### src/xdc_pkg.sv
// constants, timing and carrier types for the held-output memory controller
// assumes a 100 MHz controller clock; all times are in ns
package xdc_pkg;
    // =========================================================
    // geometry
    localparam int ADDR_W = 21;
    localparam int DATA_W = 8;
    localparam int PIN_W = 12;
    localparam int ROW_BITS_4K = 12;
    // =========================================================
    // times as printed, and cycle counts derived from them
    localparam int CLK_NS = 10;
    localparam int RAC_NS = 60;
    localparam int CAC_NS = 15;
    localparam int AA_NS = 30;
    localparam int PAGE_NS = 25;
    localparam int RCD_NS = 20;
    localparam int RP_NS = 40;
    localparam int CSR_NS = 10;
    localparam int RASP_NS = 10000;
    localparam int REF_WIN_NS = 64000000;
    localparam int INIT_PAUSE_NS = 200000;
    localparam int INIT_CYCLES = 8;
    localparam int CW = 16;

    function automatic int cyc_up(input int ns);
        return ((ns + CLK_NS - 1) / CLK_NS < 1) ? 1
            : (ns + CLK_NS - 1) / CLK_NS;
    endfunction

    function automatic int cyc_dn(input int ns);
        return (ns / CLK_NS < 1) ? 1 : ns / CLK_NS;
    endfunction

    localparam int RAC_CYC = cyc_up(RAC_NS);
    localparam int CAS_CYC = (cyc_up(AA_NS) > cyc_up(CAC_NS))
        ? cyc_up(AA_NS) : cyc_up(CAC_NS);
    localparam int PAGE_CYC = cyc_up(PAGE_NS);
    localparam int RCD_CYC = cyc_up(RCD_NS);
    localparam int RP_CYC = cyc_up(RP_NS);
    localparam int CSR_CYC = cyc_up(CSR_NS);
    localparam int RASP_CYC = cyc_dn(RASP_NS);
    localparam int INIT_CYC = cyc_up(INIT_PAUSE_NS);
    // set-up, low, gate-off and high cycles of one column access
    localparam int COL_SPAN_CYC = CAS_CYC + 3;
    // =========================================================
    // carriers
    typedef struct packed {
        logic write;
        logic [ADDR_W-1:0] addr;
        logic [DATA_W-1:0] wdata;
    } xdc_req_type;

    typedef struct packed {
        logic row_strobe_n;
        logic col_strobe_n;
        logic write_sel_n;
        logic out_gate_n;
    } xdc_strobe_type;

    typedef enum logic [9:0] {
        ST_INIT = 10'h001,
        ST_IDLE = 10'h002,
        ST_RSET = 10'h004,
        ST_RACT = 10'h008,
        ST_CSET = 10'h010,
        ST_CLOW = 10'h020,
        ST_CEND = 10'h040,
        ST_CHIGH = 10'h080,
        ST_PRE = 10'h100,
        ST_RFSET = 10'h200
    } xdc_state_type;
endpackage

### src/xdc_ctrl.sv
// host-side controller for a 2M x 8 held-output dynamic memory
// assumes the memory pins are registered straight out of this block
// What this block does
// - each byte is chosen by 21 address bits, row then column on shared pins
// - 4096-row part: 12 row bits on pins 0-11, 9 column bits on 0-8
// - 2048-row part: 11 row bits on pins 0-10, 10 column bits on 0-9
// - address pins stable before row strobe fall and column strobe fall
// - random columns in one open row, limited by maximum row-active time
// - gate raised before column rise and held after floats data till next fall
// - gate pulse during column-high time floats data till column falls; not used here, the gate rises in ST_CEND
// - 4096-row part needs every row refreshed within 64 ms
// - 2048-row part needs all rows refreshed within 32 ms
// - row-only refresh: row strobe cycles, column high, address supplied
// - hidden refresh: column held low after read while row strobe cycles; not used here
// - column fall before row fall, held low after, refreshes internal row
// - after power-up wait 200 us, then eight cycles including a refresh
// - page column cycles no shorter than 25 ns
`timescale 1ns/1ps
module xdc_ctrl
    import xdc_pkg::*;
#(
    parameter int ROW_BITS = ROW_BITS_4K,
    parameter int INIT_WAIT_CYC = INIT_CYC,
    parameter int REF_INT_CYC = REF_WIN_NS / (1 << ROW_BITS_4K) / CLK_NS,
    parameter bit ROW_ONLY_REFRESH = 1'b0
)
(
    input wire logic ref_clk,
    input wire logic rst_n,
    input wire xdc_pkg::xdc_req_type req,
    input wire logic req_valid,
    output logic req_ready,
    output logic [xdc_pkg::DATA_W-1:0] rd_data,
    output logic rd_valid,
    output logic init_done,
    output xdc_pkg::xdc_strobe_type strobes,
    output logic [xdc_pkg::PIN_W-1:0] mux_address_pins,
    output logic [xdc_pkg::DATA_W-1:0] data_pins_o,
    output logic data_pins_oe,
    input wire logic [xdc_pkg::DATA_W-1:0] data_pins_i
);
    import xdc_pkg::*;
    localparam int COL_BITS = ADDR_W - ROW_BITS;

    // =========================================================
    // state and bookkeeping
    xdc_state_type state_reg, state_next;
    xdc_req_type cur_reg, cur_view;
    logic pend_reg, pend_next, take, page_ok, same_row, ref_start, ref_end;
    logic ref_pend_reg, ready_next;
    logic [CW-1:0] cnt_reg, cnt_next, ras_age_reg, ref_cnt_reg;
    logic [3:0] init_left_reg;
    logic [ROW_BITS-1:0] ref_row_reg;
    xdc_strobe_type pins_next;
    logic [PIN_W-1:0] addr_next;
    logic oe_next;

    assign take = req_valid & req_ready;
    assign cur_view = take ? req : cur_reg;
    assign same_row = req.addr[ADDR_W-1:COL_BITS]
        == cur_reg.addr[ADDR_W-1:COL_BITS];
    // keep a full column access worth of margin below the row limit
    assign page_ok = (ras_age_reg < CW'(RASP_CYC - COL_SPAN_CYC))
        && !ref_pend_reg;
    assign ref_start = (state_next == ST_RFSET) && (state_reg != ST_RFSET);
    assign ref_end = (state_reg == ST_RFSET) && (cnt_reg == '0)
        && !strobes.row_strobe_n;

    // next state
    always_comb
    begin
        state_next = state_reg;
        case (state_reg)
            ST_INIT:
                if (cnt_reg == '0)
                    state_next = ST_IDLE;
            ST_IDLE:
                if (ref_pend_reg || init_left_reg != '0)
                    state_next = ST_RFSET;
                else if (pend_reg || take)
                    state_next = ST_RSET;
            ST_RSET:
                state_next = ST_RACT;
            ST_RACT:
                if (cnt_reg == '0)
                    state_next = ST_CSET;
            ST_CSET:
                state_next = ST_CLOW;
            ST_CLOW:
                if (cnt_reg == '0 && ras_age_reg >= CW'(RAC_CYC))
                    state_next = ST_CEND;
            ST_CEND:
                state_next = ST_CHIGH;
            ST_CHIGH:
                if (take)
                    state_next = (same_row && page_ok) ? ST_CSET : ST_PRE;
                else if (!page_ok)
                    state_next = ST_PRE;
            ST_PRE:
                if (cnt_reg == '0)
                    state_next = ST_IDLE;
            ST_RFSET:
                if (ref_end)
                    state_next = ST_PRE;
            default:
                state_next = ST_IDLE;
        endcase
    end

    // duration of each timed state, loaded on entry
    always_comb
    begin
        cnt_next = (cnt_reg == '0) ? '0 : cnt_reg - 1'b1;
        if (state_next != state_reg || ref_start)
        begin
            case (state_next)
                ST_RACT: cnt_next = CW'(RCD_CYC - 1);
                ST_CLOW: cnt_next = CW'(CAS_CYC - 1);
                ST_PRE: cnt_next = CW'(RP_CYC - 1);
                ST_RFSET: cnt_next = CW'(CSR_CYC + RAC_CYC - 1);
                default: cnt_next = '0;
            endcase
        end
    end

    always_ff @(posedge ref_clk or negedge rst_n)
    begin
        if (!rst_n)
        begin
            state_reg <= ST_INIT;
            cnt_reg <= CW'(INIT_WAIT_CYC - 1);
        end
        else
        begin
            state_reg <= state_next;
            cnt_reg <= cnt_next;
        end
    end

    // =========================================================
    // request capture; a page miss is held over the precharge
    always_comb
    begin
        pend_next = pend_reg;
        if (take)
            pend_next = 1'b1;
        if (state_next == ST_CSET)
            pend_next = 1'b0;
    end

    assign ready_next = (state_next == ST_IDLE && !pend_next
        && init_left_reg == '0 && !ref_pend_reg)
        || (state_next == ST_CHIGH && page_ok && !take);

    always_ff @(posedge ref_clk or negedge rst_n)
    begin
        if (!rst_n)
        begin
            cur_reg <= '0;
            pend_reg <= 1'b0;
            req_ready <= 1'b0;
        end
        else
        begin
            cur_reg <= cur_view;
            pend_reg <= pend_next;
            req_ready <= ready_next;
        end
    end

    // time since the row strobe fell, for access and row-limit checks
    always_ff @(posedge ref_clk or negedge rst_n)
    begin
        if (!rst_n)
            ras_age_reg <= '0;
        else if (strobes.row_strobe_n)
            ras_age_reg <= '0;
        else if (ras_age_reg != '1)
            ras_age_reg <= ras_age_reg + 1'b1;
    end

    // =========================================================
    // refresh pacing; a new tick wins over the clear by a start
    always_ff @(posedge ref_clk or negedge rst_n)
    begin
        if (!rst_n)
        begin
            ref_cnt_reg <= '0;
            ref_pend_reg <= 1'b0;
            ref_row_reg <= '0;
            init_left_reg <= 4'(INIT_CYCLES);
            init_done <= 1'b0;
        end
        else
        begin
            ref_cnt_reg <= (ref_cnt_reg == '0) ? CW'(REF_INT_CYC - 1)
                : ref_cnt_reg - 1'b1;
            ref_pend_reg <= (ref_cnt_reg == '0)
                || (ref_pend_reg && !ref_start);
            if (ref_end)
            begin
                ref_row_reg <= ref_row_reg + 1'b1;
                if (init_left_reg != '0)
                    init_left_reg <= init_left_reg - 1'b1;
            end
            init_done <= (init_left_reg == '0);
        end
    end

    // =========================================================
    // pin values per state, registered so every pin is a flop
    always_comb
    begin
        pins_next = '{1'b1, 1'b1, 1'b1, 1'b1};
        addr_next = '0;
        oe_next = 1'b0;
        case (state_next)
            ST_RSET, ST_RACT:
            begin
                pins_next.row_strobe_n = (state_next == ST_RSET);
                addr_next = PIN_W'(cur_view.addr[ADDR_W-1:COL_BITS]);
            end
            ST_CSET, ST_CLOW, ST_CEND:
            begin
                // write select drops a cycle ahead of the column strobe,
                // so the memory never drives during our write
                pins_next.row_strobe_n = 1'b0;
                pins_next.col_strobe_n = (state_next == ST_CSET);
                pins_next.write_sel_n = !cur_view.write;
                pins_next.out_gate_n = cur_view.write
                    || state_next != ST_CLOW;
                addr_next = PIN_W'(cur_view.addr[COL_BITS-1:0]);
                oe_next = cur_view.write;
            end
            ST_CHIGH:
                pins_next.row_strobe_n = 1'b0;
            ST_RFSET:
            begin
                // column-first unless row-only refresh is chosen; the
                // hidden form is not used since reads end with gate off
                pins_next.col_strobe_n = ROW_ONLY_REFRESH;
                pins_next.row_strobe_n = cnt_reg > CW'(RAC_CYC)
                    && state_reg != ST_RFSET || ref_start;
                addr_next = PIN_W'(ref_row_reg);
            end
            default:
                pins_next = '{1'b1, 1'b1, 1'b1, 1'b1};
        endcase
    end

    always_ff @(posedge ref_clk or negedge rst_n)
    begin
        if (!rst_n)
        begin
            strobes <= '{1'b1, 1'b1, 1'b1, 1'b1};
            mux_address_pins <= '0;
            data_pins_o <= '0;
            data_pins_oe <= 1'b0;
        end
        else
        begin
            strobes <= pins_next;
            mux_address_pins <= addr_next;
            data_pins_o <= cur_view.wdata;
            data_pins_oe <= oe_next;
        end
    end

    // read data is taken at the last ST_CLOW cycle, before the gate rises in ST_CEND
    always_ff @(posedge ref_clk or negedge rst_n)
    begin
        if (!rst_n)
        begin
            rd_data <= '0;
            rd_valid <= 1'b0;
        end
        else
        begin
            rd_valid <= state_reg == ST_CLOW && state_next == ST_CEND
                && !cur_reg.write;
            if (state_reg == ST_CLOW && state_next == ST_CEND)
                rd_data <= data_pins_i;
        end
    end

    logic [CW-1:0] pend_age_reg;
    always_ff @(posedge ref_clk or negedge rst_n)
    begin
        if (!rst_n)
            pend_age_reg <= '0;
        else
            pend_age_reg <= (ref_pend_reg && state_reg != ST_INIT)
                ? pend_age_reg + 1'b1 : '0; // power-up pause is exempt
    end
endmodule

### config.mk
export PLATFORM = sky130hd
export DESIGN_NAME = xdc_ctrl
export DESIGN_NICKNAME = d
export VERILOG_FILES = /design/src/xdc_pkg.sv /design/src/xdc_ctrl.sv
export SDC_FILE = /design/constraint.sdc
export NUM_CORES = 1
export LEC_CHECK = 0
export BUFFER_PORTS_ARGS = -buffer_cell sky130_fd_sc_hd__buf_2
export CORE_UTILIZATION = 58
export DETAILED_ROUTE_END_ITERATION = 10
export GPL_TIMING_DRIVEN = 0
export PLACE_DENSITY = 0.88
export SYNTH_ARGS = -nofsm -noshare
export SYNTH_HDL_FRONTEND = slang
export SYNTH_SLANG_ARGS = --single-unit
### constraint.sdc
create_clock -name ref_clk -period 3.3 [get_ports ref_clk]
set_clock_uncertainty 0.2 [all_clocks]
set_input_delay 0.495 -clock ref_clk [delete_from_list [all_inputs] [get_ports ref_clk]]
set_output_delay 0.495 -clock ref_clk [all_outputs]
set_load 0.1 [all_outputs]
# Yosys cells after proc, flatten, opt, wreduce, memory -nomap -nowiden
# Cells that the tools add are included.
[word_totals] register_bits=134 word_cells=117
[classes] addsub=5 magnitude_cmp=3 n_eq_ne=24 muxes=24 n_bitwise=1 n_reduce_logical=39
[op_table] operator="case mux 10 bit (9 select lines)" n=1
[op_table] operator="2-to-1 mux 10 bit" n=8
[op_table] operator="2-to-1 mux 16 bit" n=5
[op_table] operator="case mux 12 bit (3 select lines)" n=1
[op_table] operator="zero test 16 bit" n=2
[op_table] operator="subtractor 16 x 1 -> 16 bit, second input constant" n=2
[op_table] operator="2-to-1 mux 30 bit" n=1
[op_table] operator="equality test 10 bit, second input constant" n=2
[op_table] operator="equality test 10 x 2 -> 1 bit, second input constant" n=2
[op_table] operator="equality test 10 x 3 -> 1 bit, second input constant" n=2
[op_table] operator="equality test 10 x 4 -> 1 bit, second input constant" n=2
[op_table] operator="equality test 10 x 5 -> 1 bit, second input constant" n=2
[op_table] operator="equality test 10 x 6 -> 1 bit, second input constant" n=2
[op_table] operator="equality test 10 x 7 -> 1 bit, second input constant" n=2
[op_table] operator="equality test 10 x 8 -> 1 bit, second input constant" n=2
[op_table] operator="equality test 10 x 9 -> 1 bit, second input constant" n=2
[op_table] operator="adder 16 x 1 -> 16 bit, second input constant" n=1
[op_table] operator="greater-or-equal comparator 16 x 3 -> 1 bit, second input constant" n=1
[op_table] operator="greater-than comparator 16 x 3 -> 1 bit, second input constant" n=1
[op_table] operator="less-than comparator 16 x 10 -> 1 bit, second input constant" n=1
[op_table] operator="!= test 16 bit, second input constant" n=1
[op_table] operator="logical AND 1 bit" n=15
[op_table] operator="adder 12 x 1 -> 12 bit, second input constant" n=1
[op_table] operator="equality test 12 bit" n=1
[op_table] operator="other kinds (21)" n=36

# Longest topological paths before layout
[depth] depth_word=13 depth_mapped=10 depth_no_buf=9

# Worst setup path before layout
# Ideal clock, no wire load.
[synth_timing] path_kind="register -> register" start="reg req_ready" end="reg mux_address_pins[0] (netlist bit)" setup_time_ps=82 arrival_time_ps=2619 slack_ps=400 stages_incl_launch_ff=9 path_cell_list="dfrtp_1 > and2_1 > clkbuf_8 > nand2_1 > nor4_1 > o21ai_0 > a211o_4 > nand4b_4 > o211ai_2"
[synth_between] elab_chain_len=8
[synth_rtl] element="start: declaration" line_no="xdc_ctrl.sv:32" rtl="output logic req_ready,"
[synth_rtl] element="start signal: assignment" line_no="xdc_ctrl.sv:167" rtl="req_ready <= ready_next;"
[synth_rtl] element="AND 1 bit (*)" line_no="xdc_ctrl.sv:58" rtl="assign take = req_valid & req_ready;"
[synth_rtl] element="logical OR 1 bit" line_no="xdc_ctrl.sv:80" rtl="else if (pend_reg || take)"
[synth_rtl] element="2-to-1 mux 10 bit" line_no="xdc_ctrl.sv:80"
[synth_rtl] element="2-to-1 mux 10 bit" line_no="xdc_ctrl.sv:78" rtl="if (ref_pend_reg || init_left_reg != '0)"
[synth_rtl] element="case mux 10 bit (9 select lines) (*)" line_no="xdc_ctrl.sv:73" rtl="case (state_reg)"
[synth_rtl] element="via state_next[8]" line_no="xdc_ctrl.sv:47" rtl="xdc_state_type state_reg, state_next;"
[synth_rtl] element="equality test 10 x 5 -> 1 bit (tied with other cells)" line_no="xdc_ctrl.sv:217" rtl="case (state_next)"
[synth_rtl] element="OR reduction 3 bit / OR reduction 2 bit (equally long branches)" line_no="xdc_ctrl.sv:217"
[synth_rtl] element="case mux 12 bit (3 select lines) (*)" line_no="xdc_ctrl.sv:217"
[synth_rtl] element="via addr_next[0]" line_no="xdc_ctrl.sv:55" rtl="logic [PIN_W-1:0] addr_next;"
[synth_rtl] element="end signal: assignment" line_no="xdc_ctrl.sv:263" rtl="mux_address_pins <= addr_next;"
[synth_rtl] element="end: declaration" line_no="xdc_ctrl.sv:37" rtl="output logic [xdc_pkg::PIN_W-1:0] mux_address_pins,"
# Mark *: on every way through the listed nets, which the timed path passes. The rest lies on a longest branch.
# A chain may end at the register's enable or synchronous reset.

# Worst setup path after layout
[layout_timing] start="reg state_reg[4]" end="reg mux_address_pins[1] (netlist bit)"
[layout_between] elab_chain_len=8
[layout_rtl] element="start: declaration" line_no="xdc_ctrl.sv:47"
[layout_rtl] element="start signal: assignment" line_no="xdc_ctrl.sv:135" rtl="state_reg <= state_next;"
[layout_rtl] element="equality test 10 bit" line_no="xdc_ctrl.sv:66, xdc_ctrl.sv:73"
[layout_rtl] element="logical AND 1 bit" line_no="xdc_ctrl.sv:66" rtl="assign ref_end = (state_reg == ST_RFSET) && (cnt_reg == '0)"
[layout_rtl] element="logical AND 1 bit" line_no="xdc_ctrl.sv:67" rtl="&& !strobes.row_strobe_n;"
[layout_rtl] element="2-to-1 mux 10 bit" line_no="xdc_ctrl.sv:103" rtl="if (ref_end)"
[layout_rtl] element="case mux 10 bit (9 select lines) (*)" line_no="xdc_ctrl.sv:73"
[layout_rtl] element="via state_next[8]" line_no="xdc_ctrl.sv:47"
[layout_rtl] element="equality test 10 x 5 -> 1 bit (tied with other cells)" line_no="xdc_ctrl.sv:217"
[layout_rtl] element="OR reduction 3 bit / OR reduction 2 bit (equally long branches)" line_no="xdc_ctrl.sv:217"
[layout_rtl] element="case mux 12 bit (3 select lines) (*)" line_no="xdc_ctrl.sv:217"
[layout_rtl] element="via addr_next[1]" line_no="xdc_ctrl.sv:55"
# Marks and branches as above.

==> impl_metrics.tcl <==
set metrics [dict create \
    postLayoutCellArea_um2 7920 \
    die_area_um2 11700 \
    p_leak_nw 3.693 \
    hp-class "input port to flop" \
    die_h_um 108.2 \
    ys_dominant_reg_cell "dfrtp_1" \
    path_class "flop to flop" \
    p_total_mw 7.902 \
    cts.sinks 134 \
    postSynthAreaPerCell_um2 11.10 \
    tightest_slew_ps 786.0 \
    cpLargestDelayFamily "simple AND/OR/NAND/NOR gates" \
    antenna_cells 0 \
    p_switching_mw 3.399 \
    area_growth_syn_to_layout_pct 21.17 \
    drtIter0Drc 291 \
    place_area_um2 7126 \
    worstReg2RegEnd "mux_address_pins[1]" \
    place.gp.congestion 0.8911 \
    synth_area_leaders "dfrtp_1, dfstp_2, xnor2_1" \
    core_area_um2 10890 \
    fmax_ghz 0.3275 \
    yosys_warnings 0 \
    grt-ovfl-total 0 \
    status "finished clean" \
    dp_slack_ps 111.6 \
    ff2ff_setup_slack_ps 250 \
    ys_async_sr_fraction_pct 100.0 \
    synth_seq_area_share_pct 51.59 \
    cpMaxStageDelayCell "nor4_2" \
    cts_buffers 17 \
    peakVddDrop_mv 0.7854 \
    io_pins 77 \
    arrival_ps 3250 \
    crit_path_start_kind "flop" \
    p_per_area_nw_per_um2 997.7 \
    grt_pass1_wl_mm 23.64 \
    numPortBuffers 76 \
    tns_ps 0 \
    path_max_fanout 9 \
    rsz0062_at_grt "no" \
    antenna_found_initial 0 \
    hp-start "req[15]" \
    vias 4936 \
    worstRegToRegCells 8 \
    cts_tree "built" \
    clk_latency_ps 540 \
    cts-root-buf "clkbuf_8" \
    synth_edf_count 0 \
    drt_wl_total_mm 14.81 \
    pwr-share-clk_pct 23.0 \
    grt_use_total_pct 26.71 \
    drc 0 \
    seq_power_share_pct 29.6 \
    drive_gt1_share_pct 29.25 \
    synth_nets 636 \
    firstDrtPassIters 5 \
    nets 752 \
    slew_headroom_pct 46.86 \
    hold_viol 0 \
    h-tree-depth 4 \
    min_path_cells 2 \
    synthCells 589 \
    place_hpwl_mm 9.805 \
    hold_ws_ps 8.912 \
    worst_setup_path_end_kind "flop" \
    fin_cells 858 \
    maxCapViolations 0 \
    synth.top_cell.area_share_pct 45.56 \
    path_buf_inv 1 \
    min_to "cur_reg[15]" \
    crit_chain "clkbuf_1 -> nor4_4 -> nand3_1 -> nor4_2 -> o21a_1 -> a211o_4 -> nand4b_4 -> o211ai_2" \
    p_int_mw 4.503 \
    utilization_pct 72.74 \
    finalCriticalPeriod_ps 3054 \
    dieWidth_um 108.2 \
    rows 38 \
    first_global_vias 5026 \
    initial_utilization_pct 60.03 \
    ant_nets 0 \
    fin_crit_sh_pct 92.53 \
    post_drt_wl_per_cell_um 17.26 \
    synth_seq_cells 134 \
    power.share.switching_pct 43.01 \
    power_frac_comb_pct 47.4 \
    largest_register_ffs 22 \
    setup_viol_count_final 0 \
    synth_cell_types 68 \
    dp_cells 806 \
    path_clk_slew_ps 70 \
    yosysTopAreaCell "dfrtp_1" \
    cts_buffer_depth 2 \
    syn_area_um2 6536 \
    cp_slowest_stage_delay_ps 560 \
    grt_max_degree 92 \
    regToRegStartpoint "state_reg[4]" \
    fin_ws_ps 246.4 \
    viasPerCell 5.753 \
    finalMaxSlewViolations 0 \
    required_ps 3500 \
]
## metal layers
layer / global-route usage [%] / part of all wire (%) / up-vias
met3: 6.450 / 6.0 / 25
met2: 46.54 / 50 / 194
met1: 31.71 / 42 / 2432
met4: 10.57 / 2.0 / 0
met5: 0 / 0 / -
li1: - / - / 2285
## final cells by class
class,count,area (µm²)
inverters,21,78.83
repair buffers,97,609.3
well taps,140,175.2
plain buffers,25,186.4
fillers,724,2968
clock inverters,13,135.1
multi-input cells,409,2922
clock buffers,19,441.7
flip-flops and latches,134,3372
## power groups by stage
| stage | Combinational (mW) | Sequential (mW) | Clock [mW] |
|---|---|---|---|
| after CTS | 3.57 | 2.33 | 1.85 |
| after global placement | 3.41 | 2.32 | 0 |
| final | 3.74 | 2.34 | 1.82 |
| after floorplan | 2.47 | 2.70 | 0 |
| after detailed placement | 3.51 | 2.35 | 0 |
| after global routing | 3.98 | 2.38 | 1.91 |
## placed cells by master (no fill, tap or decap), types with 3 or more instances in the layout
| cell type | n |
|---|---|
| dlygate4sd3_1 | 18 |
| nand2_1 | 55 |
| xnor2_1 | 39 |
| buf_6 | 3 |
| a21oi_1 | 4 |
| inv_1 | 21 |
| a32o_1 | 5 |
| dfstp_2 | 15 |
| a211oi_1 | 3 |
| and3_1 | 5 |
| buf_4 | 10 |
| clkbuf_1 | 9 |
| or3_1 | 4 |
| nand2b_1 | 6 |
| nor3_1 | 14 |
| o21ai_0 | 20 |
| mux2_2 | 30 |
| and3_2 | 5 |
| nor2b_1 | 6 |
| nor4_1 | 12 |
| o211ai_2 | 9 |
| inv_6 | 6 |
| ha_1 | 6 |
| xor2_1 | 25 |
| nor2_1 | 63 |
| nand4_1 | 10 |
| buf_2 | 76 |
| nand3b_1 | 6 |
| mux2i_1 | 11 |
| dfrtp_1 | 119 |
| clkbuf_8 | 7 |
| clkbuf_16 | 16 |
| nand3_1 | 15 |
| nor4b_1 | 6 |
## cell usage after synthesis, types with 3 or more instances
cell type	n
and3_1	5
nand4_1	10
mux2_2	30
xnor2_1	39
dfstp_2	15
nor3b_1	3
nor4_1	13
clkbuf_1	9
nand3_1	15
o21ai_0	20
mux2i_1	11
a21oi_1	4
and3_2	5
xor2_1	25
nand2b_1	6
clkbuf_8	4
buf_4	8
a211oi_1	4
o211ai_2	9
ha_1	6
nand2_1	55
nand3b_1	6
dfrtp_1	119
or3_1	4
nor4b_1	7
nor2b_1	6
nor3_1	14
inv_1	21
nor2_1	63
a32o_1	5
## worst reg2reg max path, cell delays in order (launching register included)
cell and delay (ps):
dfrtp_1 360, clkbuf_1 210, nor4_4 480, nand3_1 370, nor4_2 560, o21a_1 220
a211o_4 140, nand4b_4 260, o211ai_2 130
## kinds of logic after synthesis
family	synth area share [%]
adder cells (fa/ha/maj)	1.149
AND/OR/NAND/NOR	20.18
flip-flops	51.59
AO/OA/AOI/OAI	7.600
buffers and inverters	4.058
multiplexers	6.853
XOR/XNOR	8.576
## worst max path at each step
stage | cells past startpoint | from | endpoint | slack, ps
CTS | 9 | init_left_reg[1] | mux_address_pins[1] | 80
floorplan | 8 | req_ready | mux_address_pins[0] | 400
global route | 9 | state_reg[4] | cnt_reg[6] | 50
detailed placement | 9 | init_left_reg[0] | mux_address_pins[10] | 110
finish | 8 | state_reg[4] | mux_address_pins[1] | 250
global placement | 1 | rst_n | rd_data[4] | -130
## timing repair
action	in CTS	in global routing
hold buffers	18	0
resized for setup	0	4
buffers inserted	0	2
endpoints found under the hold margin	53	0
setup endpoints to repair	0	22
No activity file was read; power rests on OpenSTA's default activity.
